### config.mk
export PLATFORM = sky130hd
export DESIGN_NAME = asr_receiver
export DESIGN_NICKNAME = d
export VERILOG_FILES = /design/src/hdl/asr_baud_tick.v /design/src/hdl/asr_receiver.v
export VERILOG_INCLUDE_DIRS = /design/src /design/src/hdl
export SDC_FILE = /design/constraint.sdc
export NUM_CORES = 1
export LEC_CHECK = 0
export BUFFER_PORTS_ARGS = -buffer_cell sky130_fd_sc_hd__buf_4
export CORE_ASPECT_RATIO = 2
export CORE_UTILIZATION = 30
export DETAILED_ROUTE_END_ITERATION = 10
export HOLD_SLACK_MARGIN = 0.02
export SLEW_MARGIN = 5
export SYNTH_ARGS = -nofsm -noshare
export SYNTH_HDL_FRONTEND = slang
export SYNTH_SLANG_ARGS = --single-unit
export TNS_END_PERCENT = 1
### constraint.sdc
create_clock -name hclk -period 4.6 [get_ports hclk]
set_clock_uncertainty 0.05 [all_clocks]
set_input_delay 0.46 -clock hclk [delete_from_list [all_inputs] [get_ports hclk]]
set_output_delay 0.46 -clock hclk [all_outputs]
set_load 0.05 [all_outputs]
### src/hdl/asr_regs.vh
`ifndef ASR_REGS_VH
`define ASR_REGS_VH
// register byte offsets
`define ASR_OFS_CTRL 12'h000
`define ASR_OFS_BAUD 12'h004
`define ASR_OFS_DATA 12'h008
`define ASR_OFS_STAT 12'h00c
`define ASR_OFS_IRQ_STAT 12'h010
`define ASR_OFS_IRQ_EN 12'h014
`define ASR_OFS_IRQ_CLR 12'h018
// control field positions
`define ASR_CTRL_PORT_EN 0
`define ASR_CTRL_CONT_RX 1
`define ASR_CTRL_SYNC 2
`define ASR_CTRL_RXIE 3
`define ASR_CTRL_PERIPH_IE 4
`define ASR_CTRL_GLOBAL_IE 5
`define ASR_CTRL_NINE 6
// status field positions
`define ASR_STAT_FLAG 0
`define ASR_STAT_OERR 1
`define ASR_STAT_FERR 2
`define ASR_STAT_RX9D 3
`define ASR_STAT_CNT 4
// event bits
`define ASR_EV_CHAR 0
`define ASR_EV_OVR 1
`define ASR_EV_FERR 2
`define ASR_EV_W 3
// reset values
`define ASR_CTRL_RST 7'h00
`define ASR_BAUD_RST 16'h0000
// oversampling and fifo depth
`define ASR_OVS 16
`define ASR_OVS_HALF 8
`define ASR_FIFO_DEPTH 2
`endif

### src/hdl/asr_baud_tick.v
`timescale 1ns/1ns
`default_nettype none
`include "asr_regs.vh"
// ***************************************
// oversample tick divider
// ***************************************
module asr_baud_tick
(
    // clock and reset
    input wire hclk,
    input wire hresetn,
    // control
    input wire enable,
    input wire [15:0] divisor,
    // one-cycle tick at sixteen times the baud rate
    output reg tick
);
    reg [15:0] cnt_reg; // counts down to next tick

    // divisor value n gives one tick each n+1 clocks
    always @(posedge hclk or negedge hresetn)
    begin
        if (!hresetn)
        begin
            cnt_reg <= 16'h0000;
            tick <= 1'b0;
        end
        else if (!enable)
        begin
            // held idle so the first tick is a full period away
            cnt_reg <= divisor;
            tick <= 1'b0;
        end
        else if (cnt_reg == 16'h0000)
        begin
            cnt_reg <= divisor;
            tick <= 1'b1;
        end
        else
        begin
            cnt_reg <= cnt_reg - 16'h0001;
            tick <= 1'b0;
        end
    end
endmodule
`default_nettype wire

### src/hdl/asr_receiver.v
// Overview of operation
// - line oversampled sixteen times per bit
// - finished character moves into two-entry FIFO
// - data only through receive data register
// - falling edge starts character, start bit zero
// - half bit later confirm start low
// - high start midpoint drops silently
// - full bit steps, majority vote each bit
// - stop bit zero sets framing error
// - after stop push FIFO, set flag
// - data read returns and pops oldest
// - overrun blocks reception until cleared
// - flag shows unread data, read only
// - flag irq needs three enables together; overrun and framing events irq through irq_en_reg mask only
// - flag independent of interrupt enables
//
// Added by the designer: the AHB-Lite register port and the register addresses.
`timescale 1ns/1ns
`default_nettype none
`include "asr_regs.vh"
module asr_receiver
(
    // clock and reset
    input wire hclk,
    input wire hresetn,
    // ahb-lite slave
    input wire hsel,
    input wire [11:0] haddr,
    input wire [1:0] htrans,
    input wire hwrite,
    input wire [2:0] hsize,
    input wire [31:0] hwdata,
    input wire hready,
    output reg [31:0] hrdata,
    output wire hreadyout,
    output wire hresp,
    // serial line
    input wire rx_line_pin,
    // interrupt
    output wire irq
);
    // ***************************************
    // declarations
    // ***************************************
    localparam ST_IDLE = 4'b0001; // waiting for falling edge
    localparam ST_START = 4'b0010; // checking start midpoint
    localparam ST_DATA = 4'b0100; // taking data bits
    localparam ST_STOP = 4'b1000; // sampling stop bit

    reg [6:0] ctrl_reg; // control bits
    reg [15:0] baud_reg; // tick divisor
    reg [2:0] irq_stat_reg; // sticky events
    reg [2:0] irq_en_reg; // event enables
    reg [3:0] state_reg; // recovery state
    reg [3:0] ovs_reg; // oversample phase
    reg [3:0] bitn_reg; // data bits taken
    reg [8:0] rx_shift_reg; // shift register
    reg [2:0] vote_reg; // three samples near centre
    reg line_d_reg; // previous line level
    reg [9:0] fifo_mem [0:1]; // {ferr, 9 data}
    reg wr_ptr_reg; // write slot
    reg rd_ptr_reg; // read slot
    reg [1:0] count_reg; // entries held
    reg oerr_reg; // overrun latched
    reg ap_valid_reg; // captured address phase
    reg ap_write_reg; // captured direction
    reg [11:0] ap_addr_reg; // captured address

    wire rx_on; // receiver fully enabled
    wire tick; // sixteen times baud
    wire fifo_full;
    wire push; // character completed
    wire pop; // data register read
    wire [9:0] head; // oldest entry
    wire rx_char_flag; // unread data present
    wire [2:0] ev; // this cycle's events
    wire stop_bit; // voted stop level
    wire data_rd; // read of data register
    wire wr_ctrl;
    wire wr_clr;

    // ***************************************
    // helpers
    // ***************************************
    // two-of-three majority
    function maj3;
        input [2:0] v;
        begin
            maj3 = (v[0] & v[1]) | (v[0] & v[2]) | (v[1] & v[2]);
        end
    endfunction

    // address match for the captured phase
    function hit;
        input [11:0] a;
        input [11:0] ofs;
        begin
            hit = (a == ofs);
        end
    endfunction

    // ***************************************
    // bus slave
    // ***************************************
    assign hreadyout = 1'b1; // zero wait states
    assign hresp = 1'b0; // always okay

    // capture address phase of a valid transfer
    always @(posedge hclk or negedge hresetn)
    begin
        if (!hresetn)
        begin
            ap_valid_reg <= 1'b0;
            ap_write_reg <= 1'b0;
            ap_addr_reg <= 12'h000;
        end
        else if (hready)
        begin
            ap_valid_reg <= hsel & htrans[1];
            ap_write_reg <= hwrite;
            ap_addr_reg <= haddr;
        end
    end

    assign wr_ctrl = ap_valid_reg & ap_write_reg;
    assign wr_clr = wr_ctrl & hit(ap_addr_reg, `ASR_OFS_IRQ_CLR);
    // read data is decoded in the address phase and popped there
    assign data_rd = hready & hsel & htrans[1] & ~hwrite & (haddr == `ASR_OFS_DATA);
    assign pop = data_rd & (count_reg != 2'b00);

    // read mux registered so data stands in the data phase
    // no path exposes the shift register or non-head slots
    always @(posedge hclk or negedge hresetn)
    begin
        if (!hresetn)
            hrdata <= 32'h00000000;
        else if (hready & hsel & htrans[1] & ~hwrite)
        begin
            case (haddr)
                `ASR_OFS_CTRL: hrdata <= {25'h0000000, ctrl_reg};
                `ASR_OFS_BAUD: hrdata <= {16'h0000, baud_reg};
                `ASR_OFS_DATA: hrdata <= {24'h000000, head[7:0]};
                `ASR_OFS_STAT: hrdata <= {26'h0000000, count_reg, head[8], head[9], oerr_reg, rx_char_flag};
                `ASR_OFS_IRQ_STAT: hrdata <= {29'h00000000, irq_stat_reg};
                `ASR_OFS_IRQ_EN: hrdata <= {29'h00000000, irq_en_reg};
                default: hrdata <= 32'h00000000; // unmapped and write-only
            endcase
        end
    end

    // writable registers
    always @(posedge hclk or negedge hresetn)
    begin
        if (!hresetn)
        begin
            ctrl_reg <= `ASR_CTRL_RST;
            baud_reg <= `ASR_BAUD_RST;
            irq_en_reg <= 3'h0;
        end
        else if (wr_ctrl)
        begin
            if (hit(ap_addr_reg, `ASR_OFS_CTRL))
                ctrl_reg <= hwdata[6:0];
            if (hit(ap_addr_reg, `ASR_OFS_BAUD))
                baud_reg <= hwdata[15:0];
            if (hit(ap_addr_reg, `ASR_OFS_IRQ_EN))
                irq_en_reg <= hwdata[2:0];
        end
    end

    // ***************************************
    // data recovery
    // ***************************************
    // async reception needs enable, port on and sync clear
    assign rx_on = ctrl_reg[`ASR_CTRL_PORT_EN] & ctrl_reg[`ASR_CTRL_CONT_RX]
                   & ~ctrl_reg[`ASR_CTRL_SYNC];

    asr_baud_tick u_tick
    (
        .hclk(hclk),
        .hresetn(hresetn),
        .enable(rx_on),
        .divisor(baud_reg),
        .tick(tick)
    );

    assign stop_bit = maj3(vote_reg);
    assign push = tick & (state_reg == ST_STOP) & (ovs_reg == 4'hf) & ~fifo_full & ~oerr_reg;

    // recovery state machine, moves on oversample ticks except the return to idle when rx_on drops
    always @(posedge hclk or negedge hresetn)
    begin
        if (!hresetn)
        begin
            state_reg <= ST_IDLE;
            ovs_reg <= 4'h0;
            bitn_reg <= 4'h0;
            rx_shift_reg <= 9'h000;
            vote_reg <= 3'h7;
            line_d_reg <= 1'b1;
        end
        else if (!rx_on)
        begin
            state_reg <= ST_IDLE;
            line_d_reg <= 1'b1;
        end
        else if (tick)
        begin
            line_d_reg <= rx_line_pin;
            ovs_reg <= ovs_reg + 4'h1;
            // samples 7, 8, 9 of each bit feed the vote
            if (ovs_reg >= 4'h6 && ovs_reg <= 4'h8)
                vote_reg <= {vote_reg[1:0], rx_line_pin};
            case (state_reg)
                ST_IDLE:
                begin
                    if (line_d_reg & ~rx_line_pin & ~oerr_reg)
                    begin
                        state_reg <= ST_START;
                        ovs_reg <= 4'h1;
                    end
                end
                ST_START:
                begin
                    if (ovs_reg == 4'h9)
                    begin
                        if (maj3(vote_reg))
                            state_reg <= ST_IDLE; // no error
                        else
                            bitn_reg <= 4'h0;
                    end
                    if (ovs_reg == 4'hf)
                        state_reg <= ST_DATA;
                end
                ST_DATA:
                begin
                    if (ovs_reg == 4'h9)
                    begin
                        // lsb arrives first, shifts toward bit 0
                        if (ctrl_reg[`ASR_CTRL_NINE])
                            rx_shift_reg <= {maj3(vote_reg), rx_shift_reg[8:1]};
                        else
                            rx_shift_reg <= {1'b0, maj3(vote_reg), rx_shift_reg[7:1]};
                        bitn_reg <= bitn_reg + 4'h1;
                    end
                    if (ovs_reg == 4'hf && bitn_reg == (ctrl_reg[`ASR_CTRL_NINE] ? 4'h9 : 4'h8))
                        state_reg <= ST_STOP;
                end
                ST_STOP:
                begin
                    // decision taken at end of stop bit so vote is complete
                    if (ovs_reg == 4'hf)
                        state_reg <= ST_IDLE;
                end
                default:
                    state_reg <= ST_IDLE;
            endcase
        end
    end

    // ***************************************
    // two-entry fifo
    // ***************************************
    assign fifo_full = (count_reg == 2'b10);
    assign head = fifo_mem[rd_ptr_reg];

    // write side and occupancy
    always @(posedge hclk or negedge hresetn)
    begin
        if (!hresetn)
        begin
            wr_ptr_reg <= 1'b0;
            rd_ptr_reg <= 1'b0;
            count_reg <= 2'b00;
            fifo_mem[0] <= 10'h000;
            fifo_mem[1] <= 10'h000;
        end
        else
        begin
            if (push)
            begin
                // framing error stored with its character
                fifo_mem[wr_ptr_reg] <= {~stop_bit, rx_shift_reg};
                wr_ptr_reg <= ~wr_ptr_reg;
            end
            if (pop)
                rd_ptr_reg <= ~rd_ptr_reg;
            count_reg <= count_reg + {1'b0, push} - {1'b0, pop};
        end
    end

    // overrun: third character finishing with fifo full
    // cleared by dropping the continuous receive enable
    always @(posedge hclk or negedge hresetn)
    begin
        if (!hresetn)
            oerr_reg <= 1'b0;
        else if (tick & (state_reg == ST_STOP) & (ovs_reg == 4'hf) & fifo_full)
            oerr_reg <= 1'b1;
        else if (!ctrl_reg[`ASR_CTRL_CONT_RX])
            oerr_reg <= 1'b0;
    end

    // ***************************************
    // flag and interrupts
    // ***************************************
    // derived from fifo state and rx_on only, no write path
    assign rx_char_flag = rx_on & (count_reg != 2'b00);

    assign ev[`ASR_EV_CHAR] = push;
    assign ev[`ASR_EV_OVR] = tick & (state_reg == ST_STOP) & (ovs_reg == 4'hf) & fifo_full & ~oerr_reg;
    assign ev[`ASR_EV_FERR] = push & ~stop_bit;

    // sticky events, set beats a same-cycle clear
    always @(posedge hclk or negedge hresetn)
    begin
        if (!hresetn)
            irq_stat_reg <= 3'h0;
        else
            irq_stat_reg <= (irq_stat_reg & ~(wr_clr ? hwdata[2:0] : 3'h0)) | ev;
    end

    // flag path needs all three enables; overrun and framing events use mask
    assign irq = (rx_char_flag & ctrl_reg[`ASR_CTRL_RXIE] & ctrl_reg[`ASR_CTRL_PERIPH_IE]
                  & ctrl_reg[`ASR_CTRL_GLOBAL_IE])
                 | (|(irq_stat_reg & irq_en_reg & 3'h6));
endmodule
`default_nettype wire

==> flow_summary_export.csv, run 1 <==
group,metric,value,unit
power_and_ir_drop,peakVddDrop,0.000241,V
route,viasPerCell,4.99,
synth,synth_ff_type,"dfrtp_1",
critical_path,r2r-start,"ovs_reg[1]",
critical_path,required,4850,ps
die,ios,90,
synth,synthArstFlopShare,1.00,
sta,rsz0062_at_grt,"false",
final_layout,design_area,7110,µm²
route,drt_iter0_markers,196,
die,row_count,72,
cts,cts_setup_buffers,0,
global_routing,grt_pass1_vias,4552,
sta,setup_violations,0,
min_path,min_path_type,"in -> async",
sta,setup_tns,0,ps
global_routing,met2_usage,0.277,
critical_path,cp_max_fo,11,
global_routing,grt_max_degree,67,
cts,insertion_delay,420,ps
global_routing,grt-busiest-layer,"met2",
synth,synth.distinct_cells,52,
cts,cts_tree,"done",
sta,finalHoldViolCount,0,
die,start_util,0.308,
route,antenna_left,0,
synth,yosysWarningCount,0,
final_layout,antenna_cells,0,
route,detail_route.wl_per_cell,16.9,µm
synth,ys_ff_latch,126,
cts,ctsResizeCount,0,
final_layout,fill_cells,1901,
global_routing,antenna_found_initial,0,
cts,postCtsHoldBufs,0,
cts,cts_buffer_depth,2,
global_routing,grtUsageMet3,0.0250,
status,status,"complete, no violations",
final_layout,ff_latch_area,3160,µm²
final_layout,largest_reg_flops,20,
die,coreArea,19400,µm²
die,die_x,102,µm
sta,worstMarginPinSlew,950,ps
final_layout,syn_to_final_growth,19.1,%
synth,synthesis.area_per_instance,11.7,µm²
critical_path,r2r_slack,1720,ps
cts,cts.clk_slew.worst_paths,60,ps
placement,hpwl,10300,µm
global_routing,overflow,0,
synth,ys_seq_area_frac,0.529,
synth,netlist_area,5970,µm²
critical_path,r2r_end,"fifo_mem[17]",
final_layout,final_layout_size_suffix_gt1_frac,0.314,
cts,clock-sinks,126,
critical_path,rr_worst_depth,5,
placement,dpl_cell_area,6540,µm²
placement,gp_congestion,0.805,
flow_run,drv_cap,0,
die,die_area,20500,µm²
cts,ctsHtreeMaxLevel,4,
critical_path,start_kind,"flip-flop",
placement,portBuffers,51,
sta,relSlewSlack,0.363,
critical_path,crit_type,"reg -> reg",
cts,root_buffer,"clkbuf_16",
route,dr.pass1.iters,4,
global_routing,grt_use_met1,0.151,
final_layout,multi_input_area,2590,µm²
global_routing,track_usage,0.149,
die,fp.dieH,201,µm
critical_path,critPathArrivalTime,3130,ps
synth,synth_edf_count,0,
route,routed-via-count,4158,
sta,layout_min_cycle_time,2880,ps
sta,finalMaxSlewViolations,0,
cts,cts_made_buffers,17,
synth,synthCells,510,
power_and_ir_drop,p_total,2.56,mW
power_and_ir_drop,power_density,361,nW/µm²
route,drc,0,
global_routing,grt_pass1_wl,23200,µm
sta,fin_crit_sh,0.626,
final_layout,top_register,"fifo_mem",
critical_path,cp-end-kind,"flip-flop",
power_and_ir_drop,power_leakage,3.40,nW
sta,fmax,347,MHz
route,wl,14100,µm
final_layout,nets,624,
[worst max-delay path by stage]
stage | from | end | slack, ps
final | ovs_reg[1] | fifo_mem[17] | 1720
after global routing | ovs_reg[1] | fifo_mem[17] | 1540
after CTS | ovs_reg[1] | fifo_mem[17] | 1710
after detailed placement | haddr[1] | hrdata[11] | 1490
after global placement | haddr[1] | hrdata[10] | 1580
after floorplan | hready | count_reg[1] | 1940
[critical path: stages, from the launching register on]
cell and delay (ps):
dfrtp_1 460, ha_1 240, nand3_1 230, or4_1 610
nor3_2 740, mux2_2 420
[cell type report]
cell class / count / share of cell area
Sequential cell: 126 / 0.445
Clock inverter: 14 / 0.0190
Timing Repair Buffer: 56 / 0.0592
Clock buffer: 18 / 0.0604
Tap cell: 259 / 0.0456
Multi-Input combinational cell: 346 / 0.364
Inverter: 14 / 0.00739
[cells by family after synthesis]
family	after synthesis	synth area share
adders and majority gates	9	0.0184
muxes	83	0.169
xor gates and xnor gates	20	0.0293
and+or+nand+nor	134	0.120
other	2	0.00126
AOI/OAI and AO/OA	82	0.0851
buffers and inverters	54	0.0482
DFF	126	0.529
[cell usage after synthesis (4+ instances only)]
master	instances	area (µm²)
or4b_2	5	50.1
dfrtp_1	121	3030
nor3_1	8	40.0
nand3_1	13	65.1
ha_1	8	100
and3_1	4	25.0
dfstp_2	5	131
or4_1	5	37.5
nand2_1	45	169
a21oi_1	7	35.0
mux2_4	4	60.1
nor2_1	19	71.3
buf_4	20	150
mux2_2	64	721
xnor2_1	10	87.6
a22o_1	14	123
inv_1	14	52.6
clkbuf_1	17	63.8
xor2_1	10	87.6
mux2i_1	9	90.1
or3_1	4	25.0
mux4_2	6	135
o21ai_0	44	220
[through the flow]
| step | instances | hold slack [ps] | utilization | setup WS (ps) |
|---|---|---|---|---|
| finish | 833 | 90.1 | 0.367 | 1720 |
| global route | 833 | 181 | 0.367 | 1540 |
| CTS | 833 | 118 | 0.367 | 1710 |
| detailed placement | 801 | 430 | 0.338 | 1490 |
| global placement | 801 | 430 | 0.338 | 1580 |
| floorplan | 526 | 114 | - | 1940 |
[metal layers]
layer | up-vias | part of all wire
met3 | 39 | 0.025
met4 | 0 | 0.041
met5 | - | 0
met2 | 98 | 0.57
li1 | 1888 | -
met1 | 2133 | 0.36
[cell usage in the layout, fill, tap and decap left out, types with 9 or more instances in the layout]
cell,netlist,routed
mux2_2,64,64
a22o_1,14,14
nor2_1,19,19
conb_1,2,18
o21ai_0,44,43
nand3_1,13,13
buf_4,20,56
xor2_1,10,10
clkbuf_16,0,17
nand2_1,45,45
xnor2_1,10,10
inv_1,14,14
dfrtp_1,121,121
mux2i_1,9,9
[power breakdown]
| group | leakage (nW) | switching (mW) | internal [mW] | total (mW) |
|---|---|---|---|---|
| Combinational | 1.50 | 0.0935 | 0.0514 | 0.145 |
| Sequential | 1.64 | 0.0133 | 1.13 | 1.14 |
| Clock | 0.264 | 0.528 | 0.751 | 1.28 |
No activity file was read; power rests on OpenSTA's default activity.
==> run 2, diff against run 1 <==
==> constraint.sdc (replaced) <==
create_clock -name hclk -period 2.4 [get_ports hclk]
set_clock_uncertainty 0.05 [all_clocks]
set_input_delay 0.24 -clock hclk [delete_from_list [all_inputs] [get_ports hclk]]
set_output_delay 0.24 -clock hclk [all_outputs]
set_load 0.05 [all_outputs]
==> flow_summary_export.csv, run 2 (synthesized netlist as in run 1, its figures left out) <==
group,metric,value,unit
critical_path,cp-end-kind,"flip-flop",
route,detail_route.wl_per_cell,16.1,µm
placement,dpl_cell_area,6760,µm²
die,start_util,0.308,
cts,cts_made_buffers,17,
power_and_ir_drop,internal-power,3.69,mW
route,drt_iter0_markers,345,
cts,cts_tree,"done",
final_layout,antenna_cells,0,
sta,holdWs,33.6,ps
global_routing,grt_max_degree,47,
sta,finalMaxSlewViolations,0,
global_routing,track_usage,0.150,
route,antenna_left,0,
sta,finalHoldViolCount,0,
die,die_x,102,µm
route,drc,0,
min_path,whs_path_depth,3,
min_path,min_path_type,"in -> reg",
critical_path,crit_buf_inv,2,
global_routing,grtUsageMet3,0.0302,
status,violations,"negative setup slack",
final_layout,syn_to_final_growth,29.0,%
cts,insertion_delay,420,ps
global_routing,grt_use_met1,0.152,
power_and_ir_drop,power_leakage,3.69,nW
power_and_ir_drop,p_sw,1.33,mW
sta,setup_ws,-18.4,ps
route,viasPerCell,4.83,
placement,post-place-ws,-245,ps
critical_path,critPathArrivalTime,2680,ps
sta,setup_violations,16,
die,coreArea,19400,µm²
critical_path,cp_common_cell,"buf_6",
power_and_ir_drop,p_total,5.02,mW
cts,ctsHtreeMaxLevel,4,
critical_path,cpMaxStageDelayCell,"or4_1",
critical_path,rr_worst_depth,6,
sta,setup_tns,-194,ps
die,die_area,20500,µm²
sta,rsz0062_at_grt,"true",
sta,worstMarginPinSlew,607,ps
global_routing,antenna_found_initial,0,
placement,gp_congestion,0.795,
global_routing,grt_pass1_vias,4549,
critical_path,crit_chain,"or4_1, or4_4, buf_6, nor3_4, buf_6, mux2_4",
final_layout,final_layout_size_suffix_gt1_frac,0.336,
global_routing,met2_usage,0.281,
final_layout,top_register,"fifo_mem",
route,dr.pass1.iters,4,
cts,clock-sinks,126,
power_and_ir_drop,clockPowerShare,0.500,
final_layout,largest_reg_flops,20,
critical_path,cp.depth,6,
power_and_ir_drop,power_density,652,nW/µm²
placement,hpwl,10400,µm
sta,relSlewSlack,0.596,
placement,portBuffers,51,
sta,fin_crit_sh,1.01,
global_routing,grt_pass1_wl,23300,µm
cts,root_buffer,"clkbuf_16",
critical_path,critPathMaxStageDelay,510,ps
power_and_ir_drop,pwr-share-comb,0.064,
status,status,"finished with violations",
sta,fmax,414,MHz
critical_path,crit_type,"reg -> reg",
die,fp.dieH,201,µm
critical_path,cp_max_fo,8,
final_layout,nets,675,
critical_path,start_kind,"flip-flop",
power_and_ir_drop,p_sw_frac,0.265,
route,wl,14200,µm
flow_run,drv_cap,0,
cts,cts.clk_slew.worst_paths,70,ps
sta,layout_min_cycle_time,2420,ps
critical_path,critPathTopFamily,"simple AND/OR/NAND/NOR gates",
power_and_ir_drop,peakVddDrop,0.000489,V
die,row_count,72,
die,ios,90,
final_layout,final_common_cell,"dfrtp_1",
final_layout,design_area,7700,µm²
global_routing,overflow,0,
route,routed-via-count,4274,
global_routing,grt-busiest-layer,"met2",
power_and_ir_drop,p_seq_frac,0.435,
final_layout,final_cell_mix,"dfrtp_1 (121), buf_4 (75), mux2_2 (48), nand2_1 (43), o21ai_0 (38)",
critical_path,required,2660,ps
cts,cts_buffer_depth,2,
run 2: changes by cell type in the layout (fill, tap and decap cells not counted), moves of 3 or more:
cell / previous run / this run
o21ai_1: 1 / 6
dlygate4sd3_1: 0 / 26
buf_6: 0 / 4
inv_8: 0 / 6
clkinvlp_4: 4 / 1
mux2_4: 4 / 20
buf_4: 56 / 75
mux2_2: 64 / 48
o21ai_0: 43 / 38
run 2: power groups by stage:
stage	Clock [mW]	Combinational (mW)	Sequential, mW
2_1_floorplan	0	0.184	2.22
3_3_place_gp	0	0.285	2.22
5_1_grt	2.66	0.353	2.19
3_5_place_dp	0	0.292	2.22
4_1_cts	2.56	0.328	2.18
6_report	2.51	0.323	2.19
run 2: per-layer routing:
metal | up-vias | routed length, µm
met1 | 2162 | 5120
li1 | 1991 | -
met5 | - | 0
met4 | 0 | 462
met2 | 95 | 8210
met3 | 26 | 401
run 2: through the flow:
stage          instances  utilization
2_1_floorplan        526            -
3_3_place_gp         825        0.349
3_5_place_dp         825        0.349
4_1_cts              886        0.399
5_1_grt              884        0.397
6_report             884        0.397
run 2: worst reg2reg max path: stages (launching register included):
cell and delay (ps):
dfrtp_1 370, or4_1 510, or4_4 510, buf_6 140, nor3_4 190, buf_6 210, mux2_4 330
run 2: path summary, 6_finish.rpt:
check	start	end	slack [ps]
max	ap_addr_reg[8]	baud_reg[12]	-20
min	htrans[1]	ap_valid_reg	30
max reg2reg	ap_addr_reg[8]	baud_reg[12]	-20
min reg2reg	hrdata[1]	hrdata[1]	450
max in group asynchronous	hresetn	state_reg[0]	1310
min in group asynchronous	hresetn	ap_valid_reg	320
run 2: repair_timing:
item / 4_1_cts / 5_1_grt
endpoints found under the setup margin: 24 / 27
cloned: 1 / 0
endpoints found under the hold margin: 68 / 0
resized for setup: 25 / 6
hold buffers: 26 / 0
buffers inserted: 2 / 0
pin swaps: 4 / 2
run 2: final cells by class:
type / count / area [µm²]
Multi-Input combinational cell: 346 / 2670
Tap cell: 259 / 324
Clock inverter: 15 / 160
Inverter: 14 / 52.6
Fill cell: 1866 / 11700
Timing Repair Buffer: 107 / 908
Clock buffer: 17 / 425
Sequential cell: 126 / 3160
==> run 3, diff against run 2 <==
--- a/config.mk
+++ b/config.mk
@@ -6,6 +6,7 @@
 export SDC_FILE = /design/constraint.sdc
 export NUM_CORES = 1
 export LEC_CHECK = 0
+export ABC_AREA = 1
 export BUFFER_PORTS_ARGS = -buffer_cell sky130_fd_sc_hd__buf_4
 export CORE_ASPECT_RATIO = 2
 export CORE_UTILIZATION = 30
==> flow_summary_export.csv, run 3 <==
group,metric,value,unit
route,antenna_left,0,
critical_path,start_kind,"flip-flop",
cts,ctsHtreeMaxLevel,4,
synth,synthCells,795,
die,row_count,75,
sta,worstMarginPinSlew,603,ps
cts,clock-sinks,126,
critical_path,cp-endpoint,"irq",
global_routing,grt_pass1_vias,5297,
route,routed-via-count,5238,
cts,ctsResizeCount,0,
synth,synth_top_area_frac,0.470,
critical_path,r2r-start,"ovs_reg[1]",
die,coreArea,21000,µm²
final_layout,final_layout_size_suffix_gt1_frac,0.161,
synth,synthesis.area_per_instance,8.10,µm²
final_layout,top_register,"fifo_mem",
cts,cts_buffer_depth,2,
sta,rsz0062_at_grt,"false",
global_routing,grt_pass1_wl,26100,µm
power_and_ir_drop,peakVddDrop,0.000512,V
critical_path,r2r_slack,450,ps
synth,synth_edf_count,0,
synth,ys_seq_area_frac,0.491,
final_layout,syn_to_final_growth,21.1,%
sta,layout_min_cycle_time,2070,ps
placement,portBuffers,51,
die,ios,90,
critical_path,rr_worst_depth,8,
die,fp.dieH,209,µm
critical_path,required,2110,ps
global_routing,overflow,0,
sta,finalHoldViolCount,0,
flow_run,drv_cap,0,
placement,gp_congestion,0.860,
global_routing,grt_max_degree,50,
power_and_ir_drop,power_density,650,nW/µm²
synth,synth_top_area_cell,"dfrtp_1",
critical_path,crit_type,"reg -> out",
power_and_ir_drop,power_leakage,3.69,nW
cts,cts_setup_buffers,0,
final_layout,final_common_cell,"nand2_1",
global_routing,track_usage,0.155,
min_path,min_from,"hwdata[12]",
synth,netlist_area,6440,µm²
sta,setup_violations,0,
critical_path,critPathArrivalTime,1780,ps
critical_path,r2r_end,"fifo_mem[15]",
synth,synth_commonest_cells,"nand2_1 (197), dfrtp_1 (121), inv_1 (93)",
final_layout,nets,932,
die,start_util,0.306,
cts,insertion_delay,420,ps
global_routing,antenna_found_initial,0,
status,status,"complete, no violations",
placement,hpwl,11900,µm
synth,ys_ff_latch,126,
critical_path,cp-end-kind,"output port",
final_layout,largest_reg_flops,20,
sta,fin_crit_sh,0.864,
sta,relSlewSlack,0.595,
route,drc,0,
die,die_x,106,µm
synth,synth.distinct_cells,37,
cts,root_buffer,"clkbuf_16",
final_layout,fill_cells,2228,
cts,cts_tree,"done",
min_path,min_path_type,"in -> reg",
critical_path,crit_start,"ctrl_reg[2]",
sta,finalMaxSlewViolations,0,
route,drt_iter0_markers,179,
cts,cts.clk_slew.worst_paths,60,ps
die,die_area,22100,µm²
synth,synthArstFlopShare,1.00,
sta,setup_tns,0,ps
cts,cts_made_buffers,17,
synth,yosysMostFrequentCell,"nand2_1",
route,detail_route.wl_per_cell,13.8,µm
synth,synth_ff_type,"dfrtp_1",
final_layout,antenna_cells,0,
synth,synth_area_leaders,"dfrtp_1 (47%), nand2_1 (11%), o21ai_0 (6.5%)",
synth,yosysWarningCount,0,
sta,fmax,482,MHz
final_layout,final_cell_mix,"nand2_1 (197), dfrtp_1 (121), inv_1 (93), o21ai_0 (83), nor2_1 (82)",
sta,holdWs,33.1,ps
critical_path,cp_max_fo,4,
route,dr.pass1.iters,4,
route,viasPerCell,4.55,
route,wl,15900,µm
-- run 3: how the worst min path moves through the flow --
stage / to / cells past startpoint
floorplan: ap_addr_reg[0] / 0
global placement: baud_reg[11] / 1
detailed placement: hrdata[11] / 1
CTS: ctrl_reg[6] / 3
global route: baud_reg[7] / 3
finish: baud_reg[12] / 3
-- run 3: what timing repair did --
item	CTS	global route
setup endpoints to repair	0	0
endpoints found under the hold margin	54	0
hold buffers	18	0
-- run 3: cell families (layout without fill, tap and decap cells) --
group / count (synthesis) / after routing / share of synthesized area
DFF: 126 / 126 / 0.491
xor gates and xnor gates: 17 / 17 / 0.0231
buffers and inverters: 138 / 209 / 0.0987
adders and majority gates: 8 / 8 / 0.0155
and+or+nand+nor: 381 / 381 / 0.259
other: 2 / 18 / 0.00117
AOI/OAI and AO/OA: 121 / 121 / 0.109
muxes: 2 / 2 / 0.00330
-- run 3: cell type report --
type / instances / area [µm²] / area share
sequential: 126 / 3160 / 0.405
multi-input combinational: 547 / 2700 / 0.347
tap: 269 / 337 / 0.0432
timing repair buffer: 78 / 656 / 0.0841
clock inverter: 13 / 115 / 0.0148
clock buffer: 19 / 453 / 0.0581
inverter: 99 / 372 / 0.0477
-- run 3: metal layers --
layer  track usage  vias up  part of all wire
met3        0.0253       38             0.018
met1         0.148     2469              0.36
met2         0.302       85              0.58
li1              -     2646                 -
met4        0.0934        0             0.045
met5             0        -                 0
-- run 3: power by group --
part / switching, mW / total (mW) / internal (mW)
combinational: 0.294 / 0.423 / 0.128
clock: 0.962 / 2.44 / 1.47
sequential: 0.0298 / 2.21 / 2.18
-- run 3: critical path, stage by stage, from the launching register on --
cell	delay (ps)
dfrtp_1	370
inv_1	80
nand3_2	150
nor2_1	180
nand4_1	170
nand3_1	190
buf_4	230
-- run 3: stage by stage --
stage                     utilization  cell area [µm²]  instances  power [mW]  setup slack [ps]
after floorplan                     -             6500        811        2.49               639
after global placement          0.335             7050       1101        2.65               448
after detailed placement        0.335             7050       1101        2.65               409
after CTS                       0.371             7790       1151        5.12               347
after global routing            0.371             7790       1151        5.26               225
final                           0.371             7790       1151        5.07               326
